### config.mk
export PLATFORM = sky130hd
export DESIGN_NAME = sac_serial_control
export DESIGN_NICKNAME = d
export VERILOG_FILES = /design/src/include/sac_pkg.sv /design/src/logic/sac_sync.sv /design/src/logic/sac_serial_control.sv
export VERILOG_INCLUDE_DIRS = /design/src /design/src/include
export SDC_FILE = /design/constraint.sdc
export NUM_CORES = 1
export LEC_CHECK = 0
export BUFFER_PORTS_ARGS = -buffer_cell sky130_fd_sc_hd__buf_2
export CELL_PAD_IN_SITES_DETAIL_PLACEMENT = 2
export CELL_PAD_IN_SITES_GLOBAL_PLACEMENT = 2
export CORE_AREA = 8 8 119 110
export CTS_BUF_LIST = sky130_fd_sc_hd__clkbuf_8
export CTS_CLUSTER_SIZE = 25
export DETAILED_ROUTE_END_ITERATION = 6
export DIE_AREA = 0 0 127 118
export GPL_ROUTABILITY_DRIVEN = 0
export PLACE_DENSITY = 0.63
export SLEW_MARGIN = 10
export SYNTH_ARGS = -nofsm -noshare
export SYNTH_HDL_FRONTEND = slang
export SYNTH_HIERARCHICAL = 1
export SYNTH_SLANG_ARGS = --single-unit
### constraint.sdc
create_clock -name SYS_CLK -period 5.34 [get_ports SYS_CLK]
set_input_delay 0.534 -clock SYS_CLK [delete_from_list [all_inputs] [get_ports SYS_CLK]]
set_output_delay 0.534 -clock SYS_CLK [all_outputs]
set_load 0.01 [all_outputs]
### src/include/sac_map.svh
`ifndef SAC_MAP_SVH
`define SAC_MAP_SVH

// =============================================
// Result and sequence figures
`define SAC_RES_BITS 12
`define SAC_BIT_MSB 4'hb
`define SAC_BIT_LSB 4'h0
`define SAC_REPLAY_FIRST 4'h1
`define SAC_CFG_LAST 4'h2
`define SAC_CNT_ZERO 4'h0
`define SAC_CNT_STEP 4'h1
`define SAC_CFG_MODE 4'h0
`define SAC_CFG_POL 4'h1
`define SAC_TRIAL_MSB 12'h800
`define SAC_CODE_ZERO 12'h000

// =============================================
// Serial frame lengths in serial clock periods
`define SAC_FRAME_FWD 17
`define SAC_FRAME_BOTH 28

// =============================================
// Configuration bit encodings
`define SAC_MODE_DIFF 1'b0
`define SAC_MODE_SINGLE 1'b1
`define SAC_FMT_BOTH 1'b0
`define SAC_FMT_FWD 1'b1
`define SAC_NULL_BIT 1'b0

// =============================================
// Timing
`define SAC_CLK_NS 40
`define SAC_CS_HIGH_NS 100
`define SAC_CS_HIGH_CYC ((`SAC_CS_HIGH_NS + `SAC_CLK_NS - 1) / `SAC_CLK_NS)
`define SAC_CYCLE_MIN_NS 40000
`define SAC_GAP_ZERO 3'h0
`define SAC_GAP_STEP 3'h1

`endif

### src/include/sac_pkg.sv
package sac_pkg;

    // =============================================
    // Sequencer states
    typedef enum logic [2:0] {
        ST_IDLE   = 3'b000,
        ST_CFG    = 3'b001,
        ST_SAMPLE = 3'b010,
        ST_CONV   = 3'b011,
        ST_REPLAY = 3'b100,
        ST_DONE   = 3'b101
    } sac_state_type;

endpackage

### src/logic/sac_sync.sv
`timescale 1ns/1ps
`default_nettype none

module sac_sync #(
    parameter int WIDTH = 1,
    parameter logic [WIDTH-1:0] RESET_VAL = '0
) (
    input wire logic clk,
    input wire logic rst,
    input wire logic [WIDTH-1:0] async_in,
    output logic [WIDTH-1:0] sync_out
);

    logic [WIDTH-1:0] meta_q;

    // =============================================
    // Two-stage synchroniser; first stage feeds only the second
    always_ff @(posedge clk) begin
        if (rst) begin
            meta_q <= RESET_VAL;
            sync_out <= RESET_VAL;
        end else begin
            meta_q <= async_in;
            sync_out <= meta_q;
        end
    end

endmodule

`default_nettype wire

### src/logic/sac_serial_control.sv
`timescale 1ns/1ps
`default_nettype none
`include "sac_map.svh"

module sac_serial_control (
    input wire logic SYS_CLK,
    input wire logic RESET,
    input wire logic CS_N,
    input wire logic SCLK,
    input wire logic DIN,
    input wire logic COMP_ABOVE,
    output logic DOUT,
    output logic DOUT_OE,
    output logic POWER_DOWN,
    output logic BUSY,
    output logic SAMPLE_TRACK,
    output logic INPUT_MODE_SELECT,
    output logic POLARITY_SELECT,
    output logic FORWARD_ONLY_FORMAT,
    output logic POS_IS_INPUT_ONE,
    output logic NEG_IS_GROUND,
    output logic NEG_IS_INPUT_ONE,
    output logic [`SAC_RES_BITS-1:0] DAC_CODE,
    output logic [`SAC_RES_BITS-1:0] RESULT,
    output logic RESULT_VALID
);

    logic cs_n_s;
    logic sclk_s;
    logic din_s;
    logic comp_s;
    logic sclk_d_q;
    logic rise;
    logic fall;
    logic [2:0] gap_q;
    logic armed;
    sac_pkg::sac_state_type state_q;
    logic [3:0] cnt_q;
    logic mode_q;
    logic pol_q;
    logic fmt_q;
    logic [`SAC_RES_BITS-1:0] dac_q;
    logic [`SAC_RES_BITS-1:0] result_q;
    logic valid_q;
    logic dout_q;
    logic oe_q;
    logic track_q;

    // =============================================
    // Pin synchronisers
    sac_sync #(
        .WIDTH(4),
        .RESET_VAL(4'h8)
    ) u_sync (
        .clk(SYS_CLK),
        .rst(RESET),
        .async_in({CS_N, SCLK, DIN, COMP_ABOVE}),
        .sync_out({cs_n_s, sclk_s, din_s, comp_s})
    );

    // =============================================
    // Serial clock edges
    // Serial clock must stay well below SYS_CLK/4 so no edge is missed
    always_ff @(posedge SYS_CLK) begin
        if (RESET) begin
            sclk_d_q <= 1'b0;
        end else begin
            sclk_d_q <= sclk_s;
        end
    end

    assign rise = sclk_s & ~sclk_d_q;
    assign fall = ~sclk_s & sclk_d_q;

    // =============================================
    // Deselect gap; cleared once a frame starts, so every frame needs a fresh full gap
    always_ff @(posedge SYS_CLK) begin
        if (RESET) begin
            gap_q <= `SAC_GAP_ZERO;
        end else if (state_q != sac_pkg::ST_IDLE) begin
            gap_q <= `SAC_GAP_ZERO;
        end else if (cs_n_s) begin
            if (gap_q != 3'(`SAC_CS_HIGH_CYC)) begin
                gap_q <= gap_q + `SAC_GAP_STEP;
            end
        end
    end

    assign armed = (gap_q == 3'(`SAC_CS_HIGH_CYC));

    // =============================================
    // Sequencer
    always_ff @(posedge SYS_CLK) begin
        if (RESET || cs_n_s) begin
            state_q <= sac_pkg::ST_IDLE;
            cnt_q <= `SAC_CNT_ZERO;
        end else begin
            case (state_q)
                sac_pkg::ST_IDLE: begin
                    if (rise && din_s && armed) begin
                        state_q <= sac_pkg::ST_CFG;
                        cnt_q <= `SAC_CNT_ZERO;
                    end
                end
                sac_pkg::ST_CFG: begin
                    if (rise) begin
                        if (cnt_q == `SAC_CFG_LAST) begin
                            state_q <= sac_pkg::ST_SAMPLE;
                        end else begin
                            cnt_q <= cnt_q + `SAC_CNT_STEP;
                        end
                    end
                end
                sac_pkg::ST_SAMPLE: begin
                    if (fall) begin
                        state_q <= sac_pkg::ST_CONV;
                        cnt_q <= `SAC_BIT_MSB;
                    end
                end
                sac_pkg::ST_CONV: begin
                    if (fall) begin
                        if (cnt_q == `SAC_BIT_LSB) begin
                            if (fmt_q == `SAC_FMT_FWD) begin
                                state_q <= sac_pkg::ST_DONE;
                            end else begin
                                state_q <= sac_pkg::ST_REPLAY;
                                cnt_q <= `SAC_REPLAY_FIRST;
                            end
                        end else begin
                            cnt_q <= cnt_q - `SAC_CNT_STEP;
                        end
                    end
                end
                sac_pkg::ST_REPLAY: begin
                    if (fall) begin
                        if (cnt_q == `SAC_BIT_MSB) begin
                            state_q <= sac_pkg::ST_DONE;
                        end else begin
                            cnt_q <= cnt_q + `SAC_CNT_STEP;
                        end
                    end
                end
                sac_pkg::ST_DONE: begin
                    state_q <= sac_pkg::ST_DONE;
                end
                default: begin
                    state_q <= sac_pkg::ST_IDLE;
                end
            endcase
        end
    end

    // =============================================
    // Configuration capture; held through the frame for the analog mux
    always_ff @(posedge SYS_CLK) begin
        if (RESET) begin
            mode_q <= `SAC_MODE_DIFF;
            pol_q <= 1'b0;
            fmt_q <= `SAC_FMT_FWD;
        end else if (!cs_n_s && rise && state_q == sac_pkg::ST_CFG) begin
            if (cnt_q == `SAC_CFG_MODE) begin
                mode_q <= din_s;
            end else if (cnt_q == `SAC_CFG_POL) begin
                pol_q <= din_s;
            end else begin
                fmt_q <= din_s;
            end
        end
    end

    // =============================================
    // Track window: polarity capture to first falling edge after format bit
    always_ff @(posedge SYS_CLK) begin
        if (RESET || cs_n_s) begin
            track_q <= 1'b0;
        end else if (rise && state_q == sac_pkg::ST_CFG && cnt_q == `SAC_CFG_POL) begin
            track_q <= 1'b1;
        end else if (fall && state_q == sac_pkg::ST_SAMPLE) begin
            track_q <= 1'b0;
        end
    end

    // =============================================
    // Successive approximation
    always_ff @(posedge SYS_CLK) begin
        if (RESET) begin
            dac_q <= `SAC_CODE_ZERO;
            result_q <= `SAC_CODE_ZERO;
            valid_q <= 1'b0;
        end else begin
            valid_q <= 1'b0;
            if (!cs_n_s && fall && state_q == sac_pkg::ST_SAMPLE) begin
                dac_q <= `SAC_TRIAL_MSB;
            end else if (!cs_n_s && fall && state_q == sac_pkg::ST_CONV) begin
                dac_q[cnt_q] <= comp_s;
                if (cnt_q != `SAC_BIT_LSB) begin
                    dac_q[cnt_q - `SAC_CNT_STEP] <= 1'b1;
                end else begin
                    result_q <= {dac_q[`SAC_RES_BITS-1:1], comp_s};
                    valid_q <= 1'b1;
                end
            end
        end
    end

    // =============================================
    // Serial output, changed on falling serial clock and cleared on deselect
    always_ff @(posedge SYS_CLK) begin
        if (RESET || cs_n_s) begin
            dout_q <= 1'b0;
            oe_q <= 1'b0;
        end else if (fall) begin
            case (state_q)
                sac_pkg::ST_SAMPLE: begin
                    dout_q <= `SAC_NULL_BIT;
                    oe_q <= 1'b1;
                end
                sac_pkg::ST_CONV: begin
                    dout_q <= comp_s;
                end
                sac_pkg::ST_REPLAY: begin
                    dout_q <= dac_q[cnt_q];
                end
                sac_pkg::ST_DONE: begin
                    dout_q <= 1'b0;
                end
                default: begin
                    dout_q <= dout_q;
                end
            endcase
        end
    end

    // =============================================
    // Outputs
    assign DOUT = dout_q;
    assign DOUT_OE = oe_q & ~cs_n_s;
    assign POWER_DOWN = cs_n_s;
    assign BUSY = (state_q != sac_pkg::ST_IDLE);
    assign SAMPLE_TRACK = track_q;
    assign INPUT_MODE_SELECT = mode_q;
    assign POLARITY_SELECT = pol_q;
    assign FORWARD_ONLY_FORMAT = fmt_q;
    assign POS_IS_INPUT_ONE = pol_q;
    assign NEG_IS_GROUND = (mode_q == `SAC_MODE_SINGLE);
    assign NEG_IS_INPUT_ONE = (mode_q == `SAC_MODE_DIFF) & ~pol_q;
    assign DAC_CODE = dac_q;
    assign RESULT = result_q;
    assign RESULT_VALID = valid_q;
endmodule

`default_nettype wire

==> key figures, run 1 <==
Outcome
  – Status: finished clean

Setup path
  – CP Cell Sequence: inv_1, ha_1, nor3b_2, buf_4, nand2_1, o21bai_1, nor3_1
  – R2r setup slk: 2.69 ns
  – Cell family with the largest share of critical-path delay: simple AND/OR/NAND/NOR gates
  – Crit path largest cell delay: 0.56 ns
  – Start point of the critical path: cnt_q[0]$_SDFFE_PP0P_
  – R2r worst-path depth: 7
  – Req. time, crit path: about 5.6 ns
  – Crit path kind: register to register
  – R2r endpoint: DAC_CODE[0]$_SDFFE_PP0P_
  – Critical Path End Type: register
  – Startpoint Class: register
  – CP arrival: 2.87 ns
  – Slowest CP cell: ha_1
  – CP Max Fanout: 16
  – Worst r2r src: cnt_q[0]$_SDFFE_PP0P_
  – WP buf/inv: 2

Pwr
  – Share of power burned in registers: 54.7%
  – Part of the power in combinational logic: between 3 and 4%
  – P per Cell Area: 229.7 mW/mm^2
  – Net switching power: ~0.00017 W
  – Switch share: between 20% and 30%
  – Static Leak: 1.178 nW
  – Clock Power Share: 41.5%
  – Int Power: 0.0005355 W
  – Peak VDD IR: 114.7 uV

Flow run
  – Maxcap violations: 0

Global routing
  – First-pass GRT wire length: 15260 um
  – Largest net degree at the start of global routing: 31
  – Initial antenna violation count: 0
  – Total track usage: 12.55%
  – Grt ovf: 0
  – Vias in the first global route: 2585

Clocking
  – Clock tree buffer depth: 2
  – Post-cts resize count: 0
  – Clock buffer count from CTS: 5
  – CTS tree: done
  – Root Buffer: clkbuf_8
  – Setup Buffers After CTS: 0
  – CTS Hold Bufs: 0
  – CTS sink cnt: 50
  – Worst-Skew Late Latency: 0.32 ns
  – Worst-path clk slew: 0.11 ns
  – H-tree Lvls: 2

STA
  – Slew Viols, Final: 0
  – Fmax: 376.9 MHz
  – Tcrit/Tclk final: about half
  – Worst rel slew slack: 38.39%
  – Worst-margin pin slew: 0.9158 ns
  – Worst Hold Slack: 0.3869 ns
  – Final Hold Vio Count: 0
  – Setup TNS: 0 ns
  – Unrepaired setup endpoints after global routing: false
  – Fin crit period: between 2 and 3 ns
  – Post-Route Skew: 0.006211 ns
  – Setup violators final: 0

Drt
  – First-pass detailed-route iteration total: 4
  – DR WL/cell: 18.92 um
  – Remaining DRCs: 0
  – DRT Wirelength: 9046 um
  – Initial DRC Count: 105
  – Vias per inst: 5.174
  – Post-route ant nets: 0
  – Total number of vias: 2473

Synthesis
  – #FFs+latches synth: 50
  – Syn Area/Cell: around 8.5 sq um
  – Post-synth EDFFs: 0
  – Sequential area share after synthesis: ~37%
  – Area leader, netlist: dfxtp_1
  – Asr flop ratio synth: 0%
  – Top cell type's share of synthesized area: a little under two fifths
  – Syn Inst Count: about 320
  – Synth cell types: 54
  – Top post-synthesis cells by area: dfxtp_1, a21oi_1, mux2i_1
  – Post-Syn Nets: 332
  – Primary FF master, synth: dfxtp_1
  – Cell Area, Synth: 0.002681 sq mm
  – Ys Warns: 6

Min path
  – Worst Hold Class: primary input to register
  – Hold Path End: u_sync/meta_q[3]$_SDFF_PP1_
  – HP Start: CS_N
  – Hold path depth: 2

Placement
  – # port buffers: 41
  – Hpwl dp: 6515 um

Layout
  – Register area: around 0.001 sq mm
  – N_diodes: 0
  – Share of layout cells above drive strength 1: between 20% and 30%
  – Area Growth Syn to Fin: 14.84%
  – Fin nets: 357
  – Area of the multi-input gates: 0.001533 sq mm
  – Fill cell count: 1292

Die
  – Die Y: 118 um
  – DIE AREA: 0.01499 sq mm
  – I/O pin total: 42
  – Placeable Area: between 0.01 and 0.015 sq mm
  – Starting Density: 24.13%
  – Core Rows: 37
  – Die W: 127 um
## synthesized netlist by cell type (3+ instances only)
cell type  count
mux2i_1       16
nor2b_1       12
ha_1          10
nand2_1       26
nor4_1         3
o21ai_0        3
dfxtp_1       50
or3_1          3
mux4_2         3
or2_2          4
nand3_1       19
a21oi_1       33
a211oi_1       6
nand4_1       10
nor2_1        27
clkbuf_1      14
o22ai_1        4
buf_2          7
inv_1         10
nand2b_1       6
nor3_1         4
## through the flow
step | area, sq um | std cells | power (W) | setup slack (ns) | utilization [%]
after CTS | 3079 | 478 | 0.0007217 | 2.637 | 27.71
after global placement | 2962 | 470 | 0.0004212 | 2.809 | 26.66
after floorplan | 2681 | 316 | 0.0004136 | 3.259 | -
after detailed placement | 2962 | 470 | 0.0004233 | 2.651 | 26.66
final | 3079 | 478 | 0.0007072 | 2.687 | 27.71
after global routing | 3079 | 478 | 0.0007340 | 2.414 | 27.71
## kinds of logic (layout without fill, tap and decap cells)
family / Yosys count / in the layout / share of synthesized area, %
XOR/XNOR: 3 / 3 / 0.9801
AO/OA/AOI/OAI: 67 / 67 / 16.05
multiplexers: 20 / 20 / 8.912
adder cells (fa/ha/maj): 10 / 10 / 4.666
buffers and inverters: 35 / 61 / 5.506
flip-flops: 50 / 50 / 37.33
AND/OR/NAND/NOR: 131 / 131 / 26.55
## sequential cells by signal (all words and copies together) (netlist names)
register,flops
INPUT_MODE_SELECT,1
RESULT,12
cnt_q,4
oe_q,1
POLARITY_SELECT,1
u_sync/meta_q,4
DAC_CODE,12
RESULT_VALID,1
sclk_d_q,1
gap_q,3
SAMPLE_TRACK,1
u_sync/sync_out,4
FORWARD_ONLY_FORMAT,1
state_q,3
DOUT,1
## how the worst max path moves through the flow
| stage | cells after the start | endpoint | slack [ns] |
|---|---|---|---|
| 2_1_floorplan | 8 | state_q[1]$_SDFFE_PP0P_ | 3.26 |
| 3_3_place_gp | 5 | DAC_CODE[4]$_SDFFE_PP0P_ | 2.81 |
| 3_5_place_dp | 7 | DAC_CODE[0]$_SDFFE_PP0P_ | 2.65 |
| 4_1_cts | 7 | DAC_CODE[0]$_SDFFE_PP0P_ | 2.64 |
| 5_1_grt | 7 | DAC_CODE[0]$_SDFFE_PP0P_ | 2.41 |
| 6_report | 7 | DAC_CODE[0]$_SDFFE_PP0P_ | 2.69 |
## cells in the final DEF, fill, tap and decap left out, types with 10 or more instances in the layout
cell type / synthesis / final
ha_1: 10 / 10
nor2_1: 27 / 27
nand3_1: 19 / 19
nand2_1: 26 / 26
mux2i_1: 16 / 16
nand4_1: 10 / 10
inv_1: 10 / 10
dfxtp_1: 50 / 50
a21oi_1: 33 / 33
nor2b_1: 12 / 12
buf_2: 7 / 41
## power by group through the flow
| stage | Sequential, W | Combinational, W | Clock (W) |
|---|---|---|---|
| after CTS | 0.000387 | 0.0000280 | 0.000307 |
| after global placement | 0.000395 | 0.0000261 | 0 |
| after detailed placement | 0.000396 | 0.0000278 | 0 |
| after floorplan | 0.000392 | 0.0000211 | 0 |
| after global routing | 0.000388 | 0.0000329 | 0.000313 |
| final | 0.000387 | 0.0000268 | 0.000294 |
## layer usage
layer / vias to the layer above / GRT usage [%] / part of all wire (%)
li1: 1170 / - / -
met1: 1250 / 16.74 / 48
met2: 45 / 20.20 / 47
met3: 8 / 2.174 / 3.9
met4: 0 / 3.566 / 1.2
met5: - / 0 / 0
## area by class of cell
| type | count | area share, % |
|---|---|---|
| multi-input cells | 231 | 49.78 |
| flip-flops and latches | 50 | 32.51 |
| repair buffers | 43 | 7.152 |
| well taps | 136 | 5.526 |
| clock buffers | 5 | 2.235 |
| clock inverters | 3 | 1.585 |
| inverters | 10 | 1.219 |
No activity file was read; power rests on OpenSTA's default activity.
==> run 2, diff against run 1 <==
clock period = 2.78 ns   (was 5.34 ns; I/O delays follow)
==> run 2 against run 1 <==
  * Via count decreased by 0.12%
  * Maximum frequency increased by 16%
  * Clock skew rose by 0.0010 ns
  * Register-to-register slack lost 2.2 ns
  * Non-clock buffer count grew 7
==> key figures, run 2 (synthesis results as in run 1) <==
STA
  – Unrepaired setup endpoints after global routing: false
  – Setup TNS: 0 ns
  – Post-Route Skew: 0.007235 ns
  – Fin crit period: 2.285 ns
  – Worst rel slew slack: 50.67%
  – Fmax: 437.6 MHz
  – Tcrit/Tclk final: approximately 82%
  – Final Hold Vio Count: 0
  – Worst-margin pin slew: roughly 0.74 ns
  – Setup violators final: 0
  – Slew Viols, Final: 0

Clocking
  – H-tree Lvls: 2
  – CTS sink cnt: 50
  – Clock buffer count from CTS: 5
  – Worst-Skew Late Latency: 0.32 ns
  – CTS Hold Bufs: 0
  – CTS tree: done
  – Root Buffer: clkbuf_8
  – Worst-path clk slew: 0.11 ns
  – Post-cts resize count: 0
  – Clock tree buffer depth: 2
  – Setup Buffers After CTS: 0

Placement
  – Area after DPL: between 0.003 and 0.004 sq mm
  – Hpwl dp: between 6000 and 7000 um
  – DP Cell Count: 477
  – # port buffers: 41

Layout
  – Area Growth Syn to Fin: 16.80%
  – Leading cell type in the layout, fill and taps excluded: dfxtp_1
  – Fin nets: 364
  – Share of layout cells above drive strength 1: between 20 and 25%
  – N_diodes: 0
  – Final Util: roughly 28%
  – Final design area excluding fillers: 0.003132 sq mm
  – Layout Cells excl Fill: about 490
  – Most frequent cells in the layout: dfxtp_1, buf_2, a21oi_1

Global routing
  – Grt ovf: 0
  – Largest net degree at the start of global routing: 31
  – Vias in the first global route: 2764
  – Total track usage: between 10 and 15%
  – Initial antenna violation count: 0
  – First-pass GRT wire length: 15220 um

Die
  – Placeable Area: 0.01111 sq mm
  – I/O pin total: 42
  – Core Rows: 37
  – Starting Density: 24.13%
  – Die Y: 118 um
  – DIE AREA: roughly 0.015 sq mm
  – Die W: 127 um

Setup path
  – Critical Path End Type: register
  – Cell family with the largest share of critical-path delay: flip-flops
  – CP arrival: 2.50 ns
  – Crit path largest cell delay: 0.81 ns
  – CP Max Fanout: 20
  – Startpoint Class: register
  – Crit path kind: register to register
  – CP Cell Sequence: nand2b_1, o2bb2ai_1, nor4_4, o31ai_1, a32o_1
  – WP buf/inv: 0
  – Slowest CP cell: dfxtp_1
  – Req. time, crit path: 3.00 ns

Drt
  – Initial DRC Count: 80
  – Post-route ant nets: 0
  – DRT Wirelength: 9047 um
  – Total number of vias: ~2500
  – DR WL/cell: 18.65 um
  – Remaining DRCs: 0
  – First-pass detailed-route iteration total: 4
  – Vias per inst: about 5

Pwr
  – Static Leak: 1.214 nW
  – P per Cell Area: 435.5 mW/mm^2
  – Peak VDD IR: 190.1 uV

Min path
  – Worst Hold Class: primary input to register

Flow run
  – Maxcap violations: 0

Outcome
  – Status: finished clean
-- run 2: changes by cell type in the layout (fill, tap and decap cells not counted) --
| cell | delta |
|---|---|
| buf_4 | +7 |
-- run 2: worst register-to-register path, delay by kind of cell (launching register included) --
family	cells	cell delay, ns
AO/OA/AOI/OAI	3	0.60
flip-flops	1	0.81
AND/OR/NAND/NOR	2	0.78
-- run 2: final timing paths --
path,startpoint,to,slack (ns),depth (start not counted)
worst max-delay path,state_q[2]$_SDFFE_PP0P_,state_q[1]$_SDFFE_PP0P_,0.49,5
worst min-delay path,CS_N,u_sync/meta_q[3]$_SDFF_PP1_,0.13,2
worst max register to register,state_q[2]$_SDFFE_PP0P_,state_q[1]$_SDFFE_PP0P_,0.49,5
worst min register to register,u_sync/meta_q[3]$_SDFF_PP1_,u_sync/sync_out[3]$_SDFF_PP1_,0.42,1
-- run 2: metrics by stage --
step	setup slack, ns	hold WS, ns	total power [W]
after CTS	0.4836	0.1194	0.001386
after global placement	0.6413	0.3918	0.0008087
final	0.4947	0.1317	0.001364
after floorplan	0.6991	0.3496	0.0007945
after global routing	0.2820	0.1524	0.001417
after detailed placement	0.4938	0.3966	0.0008160
-- run 2: routing by layer --
layer  share of wire (%)  vias up  track usage (%)  routed length [um]
li1                    -     1186                -                   -
met1                  51     1250            16.76                4590
met2                  46       28            20.10                4161
met3                 2.6        6            2.717                 238
met4                0.62        0            2.229                  56
met5                   0        -                0                   0
-- run 2: where the power goes --
part / switching, W / internal [W] / total (W)
Combinational: 0.0000309 / 0.0000238 / 0.0000547
Sequential: 0.0000119 / 0.000731 / 0.000743
Clock: 0.000291 / 0.000275 / 0.000566
-- run 2: cell type report --
type | instances | area, sq um
fill | 1277 | 7979
multi-input combinational | 231 | 1533
sequential | 50 | 1001
timing repair buffer | 50 | 272.8
tap | 136 | 170.2
clock buffer | 5 | 68.82
clock inverter | 3 | 48.80
inverter | 10 | 37.54
==> run 3, diff against run 2 <==
PLACE_DENSITY = 0.66   (was 0.63)
clock period = 2.05 ns   (was 2.78 ns; I/O delays follow)
==> run 3 against run 2 <==
  * Critical path type unchanged
  * Total power increased by 22%
  * Non-clock buffer count is 18 higher
  * Register-to-register slack worse by 0.40 ns
  * Hold slack worse by 0.066 ns
  * Sequential power grew 36%
  * Critical path depth is 1 higher
  * Final area increased by 4.7%
  * Critical endpoint is now state_q[2]$_SDFFE_PP0P_
  * Flip-flop and latch count is the same
  * Clock skew fell by 0.00057 ns
  * Global-route usage increased by 0.34 points
==> key figures, run 3 (synthesis results as in run 1) <==
Drt
  – DR WL/cell: between 15 and 20 um
  – Remaining DRCs: 0
  – Initial DRC Count: 129
  – DRT Wirelength: 9367 um
  – Vias per inst: 5.096
  – Post-route ant nets: 0
  – Total number of vias: 2558
  – First-pass detailed-route iteration total: 5

STA
  – Unrepaired setup endpoints after global routing: true
  – Final Hold Vio Count: 0
  – Setup TNS: 0 ns
  – Worst rel slew slack: 62.47%
  – Worst-margin pin slew: 0.5622 ns
  – Slew Viols, Final: 0
  – Setup violators final: 0
  – Tcrit/Tclk final: 95.37%
  – Fmax: just over 500 MHz
  – Worst Hold Slack: 0.06538 ns
  – Fin crit period: between 1.5 and 2 ns
  – Post-Route Skew: about 0.0067 ns

Layout
  – Leading cell type in the layout, fill and taps excluded: dfxtp_1
  – Area Growth Syn to Fin: 22.26%
  – Share of layout cells above drive strength 1: 27.32%
  – Most frequent cells in the layout: dfxtp_1, buf_2, a21oi_1
  – N_diodes: 0
  – Final Util: 29.50%
  – Layout Cells excl Fill: approximately 500
  – Fin nets: 382
  – Final design area excluding fillers: 0.003278 sq mm

Placement
  – DP Cell Count: 495
  – Area after DPL: 0.003168 sq mm
  – # port buffers: 41
  – Hpwl dp: 7299 um

Die
  – Starting Density: 24.13%
  – DIE AREA: 0.01499 sq mm
  – Die W: approximately 130 um
  – Die Y: roughly 120 um
  – Placeable Area: 0.01111 sq mm
  – Core Rows: 37
  – I/O pin total: 42

Flow run
  – Maxcap violations: 0

Outcome
  – Status: finished clean

Clocking
  – Setup Buffers After CTS: 0
  – Worst-Skew Late Latency: between 0.3 and 0.4 ns
  – H-tree Lvls: 2
  – Clock tree buffer depth: 2
  – CTS tree: done
  – Worst-path clk slew: 0.09 ns
  – CTS Hold Bufs: 0
  – Clock buffer count from CTS: 5
  – CTS sink cnt: 50
  – Root Buffer: clkbuf_8

Setup path
  – Req. time, crit path: 2.27 ns
  – Crit path kind: register to register
  – CP Max Fanout: 12
  – R2r setup slk: 0.09 ns
  – Critical Path End Type: register
  – Worst r2r src: state_q[0]$_SDFFE_PP0P_
  – R2r endpoint: state_q[2]$_SDFFE_PP0P_
  – CP arrival: 2.18 ns
  – R2r worst-path depth: 6
  – Startpoint Class: register

Global routing
  – Total track usage: between 10% and 20%
  – First-pass GRT wire length: between 15000 and 20000 um
  – Largest net degree at the start of global routing: 23
  – Grt ovf: 0
  – Initial antenna violation count: 0
  – Vias in the first global route: 2784

Min path
  – Hold path depth: 2
  – Worst Hold Class: primary input to register
  – Hold Path End: u_sync/meta_q[3]$_SDFF_PP1_
  – HP Start: CS_N

Pwr
  – P per Cell Area: 508.1 mW/mm^2
  – Static Leak: 1.301 nW
  – Peak VDD IR: 253.3 uV
## run 3: cell count changes in the layout (fill, tap and decap cells not counted), sizes merged
cell / previous run / this run
bufinv: 1 / 0
buf: 50 / 68
## run 3: timing repair
item / 4_1_cts / 5_1_grt
resized for setup: 1 / 7
pin swaps: 0 / 0
setup endpoints to repair: 3 / 8
## run 3: through the flow
step / setup slack, ns / total power [W]
6_report: 0.09492 / 0.001666
5_1_grt: -0.03409 / 0.001739
4_1_cts: 0.04917 / 0.001695
3_5_place_dp: 0.01359 / 0.001107
3_3_place_gp: 0.1312 / 0.001100
2_1_floorplan: 0.02195 / 0.001077
## run 3: report_power, final
part	total, W	internal (W)	switching, W
Combinational	0.0000744	0.0000342	0.0000402
Clock	0.000585	0.000230	0.000354
Sequential	0.00101	0.000991	0.0000159
Total	0.00167	0.00126	0.000410
## run 3: cell type report
class                   count  area, sq um
clock inverters             2        11.26
inverters                  10        37.54
fillers                  1311         7833
multi-input cells         231         1564
flip-flops and latches     50         1006
repair buffers             68        420.4
well taps                 136        170.2
clock buffers               5        68.82
## run 3: worst max-delay path, cell delays in order, from the launching register on
cell and delay [ns]:
dfxtp_1 0.37, buf_4 0.21, or3b_1 0.47, o22ai_1 0.30
nor4_4 0.08, buf_4 0.16, a311oi_1 0.27
## run 3: worst max path at each step
| stage | slack (ns) | to | from | cells after the start |
|---|---|---|---|---|
| after floorplan | 0.02 | state_q[1]$_SDFFE_PP0P_ | cnt_q[0]$_SDFFE_PP0P_ | 8 |
| after global placement | 0.13 | cnt_q[0]$_SDFFE_PP0P_ | state_q[2]$_SDFFE_PP0P_ | 5 |
| after detailed placement | 0.01 | cnt_q[2]$_SDFFE_PP0P_ | state_q[2]$_SDFFE_PP0P_ | 5 |
| after CTS | 0.05 | cnt_q[2]$_SDFFE_PP0P_ | state_q[0]$_SDFFE_PP0P_ | 6 |
| after global routing | -0.03 | state_q[2]$_SDFFE_PP0P_ | gap_q[1]$_SDFFE_PP0P_ | 8 |
| final | 0.09 | state_q[2]$_SDFFE_PP0P_ | state_q[0]$_SDFFE_PP0P_ | 6 |
## run 3: layer usage
| metal | track usage, % | vias to the layer above | part of all wire, % |
|---|---|---|---|
| met5 | 0 | - | 0 |
| met3 | 2.536 | 8 | 4.0 |
| met2 | 20.60 | 42 | 46 |
| li1 | - | 1218 | - |
| met4 | 3.120 | 0 | 0.95 |
| met1 | 17.11 | 1290 | 49 |
